[src/include/scfp_regs.vh]
// Register offsets, field positions, command codes and timing figures of the profile block.
`ifndef SCFP_REGS_VH
`define SCFP_REGS_VH
// ==========================================================
// Register byte offsets
`define SCFP_CMD_OFS       8'h00
`define SCFP_PHASE_OFS     8'h04
`define SCFP_EVENT_OFS     8'h08
`define SCFP_IRQMODE_OFS   8'h0c
`define SCFP_LIMMODE_OFS   8'h10
`define SCFP_RANGE_OFS     8'h14
`define SCFP_INITSPD_OFS   8'h18
`define SCFP_DRVSPD_OFS    8'h1c
`define SCFP_ACCEL_OFS     8'h20
`define SCFP_JERK_OFS      8'h24
`define SCFP_PULSES_OFS    8'h28
`define SCFP_SLIMP_OFS     8'h2c
`define SCFP_SLIMM_OFS     8'h30
`define SCFP_LPOS_OFS      8'h34
`define SCFP_CURSPD_OFS    8'h38
// ==========================================================
// Command codes
`define SCFP_CMD_FIX_PLUS  8'h20
`define SCFP_CMD_FIX_MINUS 8'h21
`define SCFP_CMD_DEC_STOP  8'h26
`define SCFP_CMD_SUD_STOP  8'h27
// ==========================================================
// Field positions
`define SCFP_MAIN_DRV      0
`define SCFP_PH_ACC        2
`define SCFP_PH_CONST_PHASE_FLAG       3
`define SCFP_PH_DEC        4
`define SCFP_PH_LIMP       12
`define SCFP_PH_LIMM       13
`define SCFP_EV_CEND       5
`define SCFP_IM_STOP0      1
`define SCFP_IM_STOP1      3
`define SCFP_IM_STOP2      5
`define SCFP_IM_CEND       13
`define SCFP_LM_SLIMP      0
`define SCFP_LM_SLIMM      1
`define SCFP_LM_LIMDEC     2
// ==========================================================
// Reset values
`define SCFP_RANGE_RST     32'h0001_f400
`define SCFP_INITSPD_RST   32'h0000_0064
`define SCFP_DRVSPD_RST    32'h0000_03e8
`define SCFP_ACCEL_RST     32'h0000_0064
`define SCFP_JERK_RST      32'h0000_0064
// ==========================================================
// Rate scaling: speed step modulus (128000 = 125 scaled), jerk divisor 32
`define SCFP_ACC_MOD       32'h0001_f400
`define SCFP_JERK_MUL      5
`endif

[src/scfp_rate_gen.v]
// Fractional rate generator: emits a tick at inc/mod of the clock rate.
`timescale 1ns/1ps
module scfp_rate_gen #(
  parameter W = 32
) (
  // Clock, reset and freeze.
  input wire hclk,
  input wire hresetn,
  input wire ce,
  // Rate control.
  input wire run,
  input wire [W-1:0] inc,
  input wire [W-1:0] mod,
  // One-cycle tick.
  output reg tick
);
  // ==========================================================
  // Accumulator
  reg [W:0] acc_r;   // Phase accumulator, one bit of headroom.
  wire [W:0] sum = acc_r + {1'b0, inc};  // Next phase before wrap.

  // Accumulate while running; the phase is dropped when idle so every drive starts alike.
  always @(posedge hclk or negedge hresetn) begin
    if (!hresetn) begin
      acc_r <= {(W+1){1'b0}};
      tick <= 1'b0;
    end else if (ce) begin
      if (!run) begin
        acc_r <= {(W+1){1'b0}};
        tick <= 1'b0;
      end else if (sum >= {1'b0, mod}) begin
        // Wrap keeps the remainder, so the mean rate is exact.
        acc_r <= sum - {1'b0, mod};
        tick <= 1'b1;
      end else begin
        acc_r <= sum;
        tick <= 1'b0;
      end
    end
  end
endmodule // scfp_rate_gen

[src/scfp_axis.v]
// One axis of S-curve fixed-pulse profile logic with an AHB-Lite register slave.
`timescale 1ns/1ps
`include "scfp_regs.vh"
// How it works
// - Last pulse leaves speed initial, acceleration zero.
// - Command 26h starts a decelerating stop.
// - Command 27h halts pulses at once.
// - Phase flags: accel D2, const D3, decel D4.
// - Driving flag is 1 while pulses run.
// - Enable D13 raises interrupt on constant end.
// - Constant end sets event bit D5.
// - Brief late constant interval also fires interrupt.
// - Plus limit D12, minus limit D13 shown.
// - Limit mode D2 makes limit decelerate.
// - Software limit, enabled by D0/D1, stops drive.
// - Enabled stop inputs cause decelerating stop.
// - Sudden, emergency, sudden limit, alarm stop instantly.
// - Late zero acceleration shows constant, not decel.
// - Speed rate is setting times fclk over 2R.
// - Acceleration scaled by 125, range, clock squared.
// - Jerk scaled by 62.5M, range, clock cubed.
module scfp_axis (
  // Clock, reset and freeze.
  input wire hclk,
  input wire hresetn,
  input wire ce,
  // AHB-Lite slave.
  input wire hsel,
  input wire [7:0] haddr,
  input wire [1:0] htrans,
  input wire hwrite,
  input wire [2:0] hsize,
  input wire [31:0] hwdata,
  input wire hready,
  output wire hreadyout,
  output reg [31:0] hrdata,
  output wire hresp,
  // Asynchronous stop pins, active high.
  input wire [1:0] travel_limit_inputs,
  input wire [2:0] axis_stop_inputs,
  input wire emergency_stop_input,
  input wire alarm_input,
  // Drive outputs.
  output reg pulse_plus,
  output reg pulse_minus,
  output wire irq
);
  // ==========================================================
  // State codes
  localparam ST_IDLE = 3'd0;
  localparam ST_ACC_UP = 3'd1;
  localparam ST_ACC_DN = 3'd2;
  localparam ST_CONST = 3'd3;
  localparam ST_DEC_UP = 3'd4;
  localparam ST_DEC_DN = 3'd5;
  localparam ST_TAIL = 3'd6;

  // ==========================================================
  // Registers and state
  reg [15:0] irq_mode_r;      // Input and interrupt mode.
  reg [15:0] lim_mode_r;      // Limit mode.
  reg [31:0] range_r;         // Range setting R.
  reg [31:0] init_spd_r;      // Initial speed setting.
  reg [31:0] drv_spd_r;       // Drive speed setting.
  reg [31:0] accel_r;         // Peak acceleration setting.
  reg [31:0] jerk_r;          // Jerk setting K.
  reg [31:0] pulses_r;        // Programmed pulse count.
  reg [31:0] slim_p_r;        // Plus software limit.
  reg [31:0] slim_m_r;        // Minus software limit.
  reg [31:0] lpos_r;          // Logical position.
  reg [31:0] speed_r;         // Current speed in setting units.
  reg [31:0] acc_now_r;       // Current acceleration magnitude.
  reg [31:0] left_r;          // Pulses still to output.
  reg [31:0] ramp_pulses_r;   // Pulses spent ramping up.
  reg [31:0] mid_r;           // Speed at which a ramp half ends.
  reg [2:0] state_r;          // Profile state.
  reg dir_minus_r;            // Drive direction.
  reg dec_req_r;              // Decelerating stop pending.
  reg cend_r;                 // Sticky constant-end event.
  reg [6:0] sync1_r;          // First sync stage of pins.
  reg [6:0] sync2_r;          // Second sync stage of pins.
  reg [2:0] stop_prev_r;      // Stop inputs one cycle ago.
  reg wr_pend_r;              // Write data phase pending.
  reg [7:0] wr_addr_r;        // Address of pending write.

  // ==========================================================
  // Pin synchronisers
  // Only the second stage is read anywhere below.
  always @(posedge hclk or negedge hresetn) begin
    if (!hresetn) begin
      sync1_r <= 7'h00;
      sync2_r <= 7'h00;
    end else if (ce) begin
      sync1_r <= {alarm_input, emergency_stop_input, axis_stop_inputs, travel_limit_inputs};
      sync2_r <= sync1_r;
    end
  end

  wire lim_p = sync2_r[0];          // Plus travel limit.
  wire lim_m = sync2_r[1];          // Minus travel limit.
  wire [2:0] stop_in = sync2_r[4:2];  // Stop inputs.
  wire emg = sync2_r[5];            // Emergency.
  wire alarm = sync2_r[6];          // Servo alarm.

  // ==========================================================
  // Bus decode
  wire acc_phase = hsel & hready & htrans[1];
  wire bus_wr = wr_pend_r;
  wire cmd_wr = bus_wr & (wr_addr_r == `SCFP_CMD_OFS);
  wire driving = (state_r != ST_IDLE);

  // Signed compare used by both software limits.
  function lt_s;
    input [31:0] a;
    input [31:0] b;
    begin
      lt_s = $signed(a) < $signed(b);
    end
  endfunction

  // ==========================================================
  // Stop sources
  wire lim_dir = dir_minus_r ? lim_m : lim_p;
  wire [2:0] stop_en = {irq_mode_r[`SCFP_IM_STOP2], irq_mode_r[`SCFP_IM_STOP1],
                        irq_mode_r[`SCFP_IM_STOP0]};
  wire slim_hit = dir_minus_r ? (lim_mode_r[`SCFP_LM_SLIMM] & !lt_s(slim_m_r, lpos_r))
                              : (lim_mode_r[`SCFP_LM_SLIMP] & !lt_s(lpos_r, slim_p_r));
  wire sudden = (cmd_wr & (hwdata[7:0] == `SCFP_CMD_SUD_STOP)) | emg | alarm
              | (lim_dir & !lim_mode_r[`SCFP_LM_LIMDEC]);
  wire stop_rise = |(stop_in & ~stop_prev_r & stop_en);
  wire dec_src = (cmd_wr & (hwdata[7:0] == `SCFP_CMD_DEC_STOP)) | stop_rise | slim_hit
               | (lim_dir & lim_mode_r[`SCFP_LM_LIMDEC]);

  // ==========================================================
  // Rate generators
  wire pulse_tick;  // Output pulse strobe.
  wire spd_tick;    // One speed step.
  wire jerk_tick;   // One acceleration step.
  wire ramping = driving & (state_r != ST_CONST) & (state_r != ST_TAIL);

  scfp_rate_gen #(.W(32)) u_pulse (
    .hclk(hclk), .hresetn(hresetn), .ce(ce), .run(driving),
    .inc(speed_r), .mod({range_r[30:0], 1'b0}), .tick(pulse_tick)
  );
  scfp_rate_gen #(.W(32)) u_accel (
    .hclk(hclk), .hresetn(hresetn), .ce(ce), .run(ramping),
    .inc(acc_now_r), .mod(`SCFP_ACC_MOD), .tick(spd_tick)
  );
  scfp_rate_gen #(.W(32)) u_jerk (
    .hclk(hclk), .hresetn(hresetn), .ce(ce), .run(ramping),
    .inc(32'h0000_0001), .mod(jerk_r << `SCFP_JERK_MUL), .tick(jerk_tick)
  );

  wire last_pulse = pulse_tick & (left_r == 32'h0000_0001);
  wire [31:0] spd_up = (speed_r < drv_spd_r) ? speed_r + 32'h0000_0001 : drv_spd_r;
  wire [31:0] spd_dn = (speed_r > init_spd_r) ? speed_r - 32'h0000_0001 : init_spd_r;
  wire [31:0] acc_inc = (acc_now_r < accel_r) ? acc_now_r + 32'h0000_0001 : accel_r;
  wire [31:0] acc_dec = (acc_now_r != 32'h0) ? acc_now_r - 32'h0000_0001 : 32'h0;
  // Deceleration must begin once the pulses left match the ramp-up cost.
  wire need_dec = dec_req_r | dec_src | (left_r <= ramp_pulses_r);

  // ==========================================================
  // Profile state machine
  // Sudden stops and the last pulse take priority over the phase moves.
  always @(posedge hclk or negedge hresetn) begin
    if (!hresetn) begin
      state_r <= ST_IDLE;
      speed_r <= 32'h0;
      acc_now_r <= 32'h0;
      left_r <= 32'h0;
      ramp_pulses_r <= 32'h0;
      mid_r <= 32'h0;
      dir_minus_r <= 1'b0;
      dec_req_r <= 1'b0;
      lpos_r <= 32'h0;
      pulse_plus <= 1'b0;
      pulse_minus <= 1'b0;
      stop_prev_r <= 3'h0;
    end else if (ce) begin
      stop_prev_r <= stop_in;
      pulse_plus <= pulse_tick & !dir_minus_r;
      pulse_minus <= pulse_tick & dir_minus_r;
      if (bus_wr & (wr_addr_r == `SCFP_LPOS_OFS)) begin
        lpos_r <= hwdata;
      end else if (pulse_tick) begin
        lpos_r <= dir_minus_r ? lpos_r - 32'h0000_0001 : lpos_r + 32'h0000_0001;
      end
      if (pulse_tick) begin
        left_r <= left_r - 32'h0000_0001;
        if (state_r == ST_ACC_UP || state_r == ST_ACC_DN) begin
          ramp_pulses_r <= ramp_pulses_r + 32'h0000_0001;
        end
      end
      if (dec_src & driving) begin
        dec_req_r <= 1'b1;
      end
      case (state_r)
        ST_IDLE: begin
          // Start commands load the count and begin at the initial speed.
          if (cmd_wr & ((hwdata[7:0] == `SCFP_CMD_FIX_PLUS) |
                        (hwdata[7:0] == `SCFP_CMD_FIX_MINUS)) & (pulses_r != 32'h0)) begin
            state_r <= ST_ACC_UP;
            dir_minus_r <= hwdata[0];
            left_r <= pulses_r;
            speed_r <= init_spd_r;
            acc_now_r <= 32'h0;
            ramp_pulses_r <= 32'h0;
            dec_req_r <= 1'b0;
            mid_r <= init_spd_r + ((drv_spd_r - init_spd_r) >> 1);
          end
        end
        default: begin
          if (sudden) begin
            state_r <= ST_IDLE;
            acc_now_r <= 32'h0;
            speed_r <= 32'h0;
          end else if (last_pulse) begin
            state_r <= ST_IDLE;
            speed_r <= init_spd_r;
            acc_now_r <= 32'h0;
          end else begin
            case (state_r)
              ST_ACC_UP: begin
                if (need_dec) begin
                  state_r <= ST_DEC_UP;
                  acc_now_r <= 32'h0;
                  mid_r <= init_spd_r + ((speed_r - init_spd_r) >> 1);
                end else if (speed_r >= mid_r) begin
                  state_r <= ST_ACC_DN;
                end else begin
                  if (jerk_tick) acc_now_r <= acc_inc;
                  if (spd_tick) speed_r <= spd_up;
                end
              end
              ST_ACC_DN: begin
                if (need_dec) begin
                  state_r <= ST_DEC_UP;
                  acc_now_r <= 32'h0;
                  mid_r <= init_spd_r + ((speed_r - init_spd_r) >> 1);
                end else if (acc_now_r == 32'h0 || speed_r >= drv_spd_r) begin
                  state_r <= ST_CONST;
                  acc_now_r <= 32'h0;
                end else begin
                  if (jerk_tick) acc_now_r <= acc_dec;
                  if (spd_tick) speed_r <= spd_up;
                end
              end
              ST_CONST: begin
                if (need_dec) begin
                  state_r <= ST_DEC_UP;
                  mid_r <= init_spd_r + ((speed_r - init_spd_r) >> 1);
                end
              end
              ST_DEC_UP: begin
                if (speed_r <= mid_r) begin
                  state_r <= ST_DEC_DN;
                end else begin
                  if (jerk_tick) acc_now_r <= acc_inc;
                  if (spd_tick) speed_r <= spd_dn;
                end
              end
              ST_DEC_DN: begin
                if (speed_r <= init_spd_r) begin
                  // decelerating stop ends at the initial speed
                  acc_now_r <= 32'h0;
                  if (dec_req_r) state_r <= ST_IDLE;
                end else if (acc_now_r == 32'h0) begin
                  state_r <= ST_TAIL;
                end else begin
                  if (jerk_tick) acc_now_r <= acc_dec;
                  if (spd_tick) speed_r <= spd_dn;
                end
              end
              ST_TAIL: begin
                // Held at speed; only the count or a sudden stop ends it.
                state_r <= ST_TAIL;
              end
              default: state_r <= ST_IDLE;
            endcase
          end
        end
      endcase
    end
  end

  // ==========================================================
  // Constant-end event
  // leaving any constant region sets the event.
  wire cend_set = ((state_r == ST_CONST) & (need_dec | sudden | last_pulse))
                | ((state_r == ST_TAIL) & (sudden | last_pulse));
  wire cend_clr = bus_wr & (wr_addr_r == `SCFP_EVENT_OFS) & hwdata[`SCFP_EV_CEND];

  // Set wins over a simultaneous write-one clear.
  always @(posedge hclk or negedge hresetn) begin
    if (!hresetn) begin
      cend_r <= 1'b0;
    end else if (ce) begin
      cend_r <= cend_set | (cend_r & !cend_clr);
    end
  end

  assign irq = irq_mode_r[`SCFP_IM_CEND] & cend_r;

  // ==========================================================
  // Status words
  wire [31:0] main_status_reg = {31'h0, driving};
  wire [31:0] phase_status_reg = {18'h0, lim_m, lim_p, 7'h0,
    (state_r == ST_DEC_UP) | (state_r == ST_DEC_DN),
    (state_r == ST_CONST) | (state_r == ST_TAIL),
    (state_r == ST_ACC_UP) | (state_r == ST_ACC_DN), 2'h0};
  wire [31:0] event_status_reg = {26'h0, cend_r, 5'h0};

  // ==========================================================
  // Register writes
  // Writes take effect in the data phase, when hwdata is valid.
  always @(posedge hclk or negedge hresetn) begin
    if (!hresetn) begin
      wr_pend_r <= 1'b0;
      wr_addr_r <= 8'h00;
      irq_mode_r <= 16'h0000;
      lim_mode_r <= 16'h0000;
      range_r <= `SCFP_RANGE_RST;
      init_spd_r <= `SCFP_INITSPD_RST;
      drv_spd_r <= `SCFP_DRVSPD_RST;
      accel_r <= `SCFP_ACCEL_RST;
      jerk_r <= `SCFP_JERK_RST;
      pulses_r <= 32'h0;
      slim_p_r <= 32'h7fff_ffff;
      slim_m_r <= 32'h8000_0000;
    end else if (ce) begin
      wr_pend_r <= acc_phase & hwrite;
      wr_addr_r <= {haddr[7:2], 2'b00};
      if (bus_wr) begin
        case (wr_addr_r)
          `SCFP_IRQMODE_OFS: irq_mode_r <= hwdata[15:0];
          `SCFP_LIMMODE_OFS: lim_mode_r <= hwdata[15:0];
          `SCFP_RANGE_OFS: range_r <= hwdata;
          `SCFP_INITSPD_OFS: init_spd_r <= hwdata;
          `SCFP_DRVSPD_OFS: drv_spd_r <= hwdata;
          `SCFP_ACCEL_OFS: accel_r <= hwdata;
          `SCFP_JERK_OFS: jerk_r <= hwdata;
          `SCFP_PULSES_OFS: pulses_r <= hwdata;
          `SCFP_SLIMP_OFS: slim_p_r <= hwdata;
          `SCFP_SLIMM_OFS: slim_m_r <= hwdata;
          default: wr_pend_r <= acc_phase & hwrite;
        endcase
      end
    end
  end

  // ==========================================================
  // Register reads
  // Read data is captured at the address phase so it stands through the data phase.
  always @(posedge hclk or negedge hresetn) begin
    if (!hresetn) begin
      hrdata <= 32'h0;
    end else if (ce & acc_phase & !hwrite) begin
      case ({haddr[7:2], 2'b00})
        `SCFP_CMD_OFS: hrdata <= main_status_reg;
        `SCFP_PHASE_OFS: hrdata <= phase_status_reg;
        `SCFP_EVENT_OFS: hrdata <= event_status_reg;
        `SCFP_IRQMODE_OFS: hrdata <= {16'h0, irq_mode_r};
        `SCFP_LIMMODE_OFS: hrdata <= {16'h0, lim_mode_r};
        `SCFP_RANGE_OFS: hrdata <= range_r;
        `SCFP_INITSPD_OFS: hrdata <= init_spd_r;
        `SCFP_DRVSPD_OFS: hrdata <= drv_spd_r;
        `SCFP_ACCEL_OFS: hrdata <= accel_r;
        `SCFP_JERK_OFS: hrdata <= jerk_r;
        `SCFP_PULSES_OFS: hrdata <= pulses_r;
        `SCFP_SLIMP_OFS: hrdata <= slim_p_r;
        `SCFP_SLIMM_OFS: hrdata <= slim_m_r;
        `SCFP_LPOS_OFS: hrdata <= lpos_r;
        `SCFP_CURSPD_OFS: hrdata <= speed_r;
        default: hrdata <= 32'h0;
      endcase
    end
  end

  // Zero-wait slave; it stalls the bus only while frozen.
  assign hreadyout = ce;
  assign hresp = 1'b0;
endmodule // scfp_axis

[config.mk]
export PLATFORM = sky130hd
export DESIGN_NAME = scfp_axis
export DESIGN_NICKNAME = d
export VERILOG_FILES = /design/src/scfp_rate_gen.v /design/src/scfp_axis.v
export VERILOG_INCLUDE_DIRS = /design/src /design/src/include
export SDC_FILE = /design/constraint.sdc
export NUM_CORES = 2
export LEC_CHECK = 0
export ABC_AREA = 1
export BUFFER_PORTS_ARGS = -buffer_cell sky130_fd_sc_hd__buf_2
export CORE_MARGIN = 10
export CORE_UTILIZATION = 54
export CTS_BUF_LIST = sky130_fd_sc_hd__clkbuf_8
export DETAILED_ROUTE_END_ITERATION = 6
export PLACE_DENSITY = 0.81
export SLEW_MARGIN = 5
export SYNTH_ARGS = -nofsm -noshare
export SYNTH_HDL_FRONTEND = slang
export SYNTH_HIERARCHICAL = 1
export SYNTH_SLANG_ARGS = --single-unit
[constraint.sdc]
create_clock -name hclk -period 9.9 [get_ports hclk]
set_input_delay 0.495 -clock hclk [delete_from_list [all_inputs] [get_ports hclk]]
set_output_delay 0.495 -clock hclk [all_outputs]
set_load 0.005 [all_outputs]
==> metrics.yaml <==
fin_skew_ns: 0.0477
finalNetCount: 9691
drive_gt1_share_pct: 7.24
postCtsResizedCells: 0
vias_per_cell: 6.04
power_density_nw_per_um2: 308
drt_iter0_markers: 8345
synth_cell_types: 78
setup.worst_path.start_class: "register"
cts.sinks: 646
vias: 64700
syn_avg_cell_area_um2: 6.66
whs_ns: 0.0540
syn_inst: 8976
drt-total-wl_um: 257000
async_flop_share_pct: 100
rsz0062_at_grt: "no"
slowest_stage: "dfrtp_1"
outcome: "finished, violations left"
final_cell_mix: "nand2_1 (2454), inv_1 (1200), o21ai_0 (698)"
crit-reg2reg-launch: "speed_r[0]$_DFFE_PN0P_"
critical_path.max_stage_delay_ns: 0.66
die_w_um: 353
end_kind: "register"
layout_top_registers: "u_accel/acc_r (33), u_jerk/acc_r (33), u_pulse/acc_r (33)"
post-route-period-util_pct: 57.4
ios: 95
numCtsBuffers: 119
clkPwrFrac_pct: 14.9
dp_hpwl_um: 201000
io_buffers: 87
layout_commonest_cell: "nand2_1"
synth_area_um2: 59800
min_path_type: "in -> reg"
max-vdd-ir-drop_uv: 454
path_clk_slew_ns: 0.07
grt_max_degree: 180
reg2reg_slack_ns: 4.21
pwr-share-seq_pct: 19.0
maxSlewHeadroom_pct: 11.5
violations: "DRC"
ant_nets: 0
comb_power_share_pct: 66.1
grt-ovfl-total: 0
drc_errors: 9
finalSetupViolations: 0
dieArea_um2: 124000
synth_edf_count: 0
rr_worst_depth: 25
period_needed_ns: 5.69
drt-wirelength-per-cell_um: 24.0
worstHoldStart: "hwdata[26]"
hold_depth: 3
cp_data_arrival_time_ns: 6.45
drv_cap: 0
grt_use_total_pct: 39.8
worstMarginPinSlew_ns: 1.32
r2r_end: "mid_r[29]$_DFFE_PN0P_"
firstDrtPassIters: 7
synth_warnings: 6
htreeDepth: 3
grt_pass1_wl_um: 381000
row_count: 122
hold_viol: 0
slew_viol_final: 0
gp_congestion: 1.04
worstSetupPathType: "reg -> reg"
ys_ff_latch: 646
root_buffer: "clkbuf_8"
seq_area_frac_synth_pct: 27.2
core_area_um2: 110000
area_growth_syn_to_layout_pct: 8.66
grt_antenna_before_repair: 21
clockBufferDepth: 3
die_height_um: 353
worstPathRequired_ns: 10.66
fmax_mhz: 176
cp-endpoint: "mid_r[29]$_DFFE_PN0P_"
ys.flop_type: "dfrtp_1"
crit_start: "speed_r[0]$_DFFE_PN0P_"
net-switching-power_mw: 11.2
start_util_pct: 54.2
postCtsSetupRepairBufs: 0
setup-tns-final_ns: 0
p_sw_share_pct: 56.0
cts_tree: "yes"
power.leakage_nw: 33.8
cp_common_cell: "nand2_1"
clock_latency_ns: 0.87
p_int_mw: 8.80
crit_fanout: 7
grt_pass1_vias: 60400
-- Yosys cell counts, types with 10 or more instances --
master,instances,area (um2)
o21bai_1,63,473
nand3b_1,41,308
dfrtp_1,593,14800
ha_1,512,6410
a21boi_0,11,82.6
buf_6,23,259
nor2_4,10,113
nand2_1,2460,9230
xnor2_1,56,490
clkinv_1,14,52.6
a22oi_1,14,105
nor2_1,643,2410
clkbuf_1,165,619
nor3_2,12,120
and3_1,16,100
a31oi_1,30,188
o211ai_1,42,315
nand4_1,118,738
inv_1,1175,4410
o22ai_1,65,407
buf_2,49,245
fa_1,10,200
nand2_2,48,300
a21o_1,22,165
nor4_1,68,425
o221ai_1,16,140
dfstp_2,53,1390
o21ai_1,11,55.1
o21ai_0,698,3490
or2_2,15,93.8
buf_1,16,60.1
o2111ai_1,18,158
xor2_1,240,2100
mux2_2,28,315
a221oi_1,66,578
nor3_1,125,626
nand3_2,14,140
a21oi_1,575,2880
nor2_2,24,150
a211oi_1,11,82.6
nand3_1,672,3360
inv_2,30,113
o21a_1,15,113
-- power groups by stage --
stage	sequential [mW]	combinational, mW	clock [mW]
4_1_cts	3.75	12.8	2.99
3_3_place_gp	3.79	12.6	0
2_1_floorplan	3.48	9.45	0
6_report	3.80	13.2	2.99
5_1_grt	3.81	14.6	3.11
3_5_place_dp	3.79	12.7	0
-- logic make-up after synthesis --
family	count (synthesis)	share of synthesized area [%]
XOR/XNOR	296	4.34
adder cells (fa/ha/maj)	522	11.1
AND/OR/NAND/NOR	4299	30.9
AO/OA/AOI/OAI	1695	16.2
flip-flops	646	27.2
buffers and inverters	1485	9.80
other	2	0.0126
multiplexers	31	0.578
-- routing by layer --
metal / GRT usage, % / vias up / share of wire (%)
met5: 0.999 / - / 0.13
met4: 22.1 / 24 / 6.6
met3: 11.7 / 838 / 13
met2: 58.7 / 3724 / 41
met1: 51.6 / 30200 / 40
li1: - / 30000 / -
-- final cells by class --
cell class                 count  area [um2]
timing repair buffer         208        1480
inverter                    1221        4590
sequential                   646       16200
clock buffer                 150        2060
clock inverter                77         651
antenna                       10        25.0
multi-input combinational   6915       38100
tap                         1488        1860
fill                       10900       45400
-- critical path, delay by kind of cell (launching register included) --
family,cells,cell delay (ns)
compound gates,10,2.40
simple gates,10,1.18
fa+ha+maj,2,0.67
flops,1,0.66
buf+inv,2,0.51
xor+xnor,1,0.17
-- repair_timing --
action,CTS,global route
setup endpoints to repair,0,0
hold endpoints to repair,127,0
hold buffers,41,0
-- worst min path at each step --
stage | to
after floorplan | acc_now_r[0]$_DFFE_PN0P_
after global placement | mid_r[31]$_DFFE_PN0P_
after detailed placement | mid_r[5]$_DFFE_PN0P_
after CTS | jerk_r[2]$_DFFE_PN1P_
after global routing | jerk_r[2]$_DFFE_PN1P_
final | jerk_r[26]$_DFFE_PN0P_
-- per-stage QoR --
stage	area [um2]	total power [mW]	util, %	instances	worst slack [ns]
global route	64900	21.5	58.8	10700	3.85
CTS	64900	19.5	58.8	10700	4.53
finish	65000	20.0	58.9	10700	4.21
floorplan	60000	12.9	-	9046	5.85
global placement	61800	16.3	56.0	10400	4.63
detailed placement	61800	16.5	56.0	10400	4.56
Power figures use the tool's default switching activity.
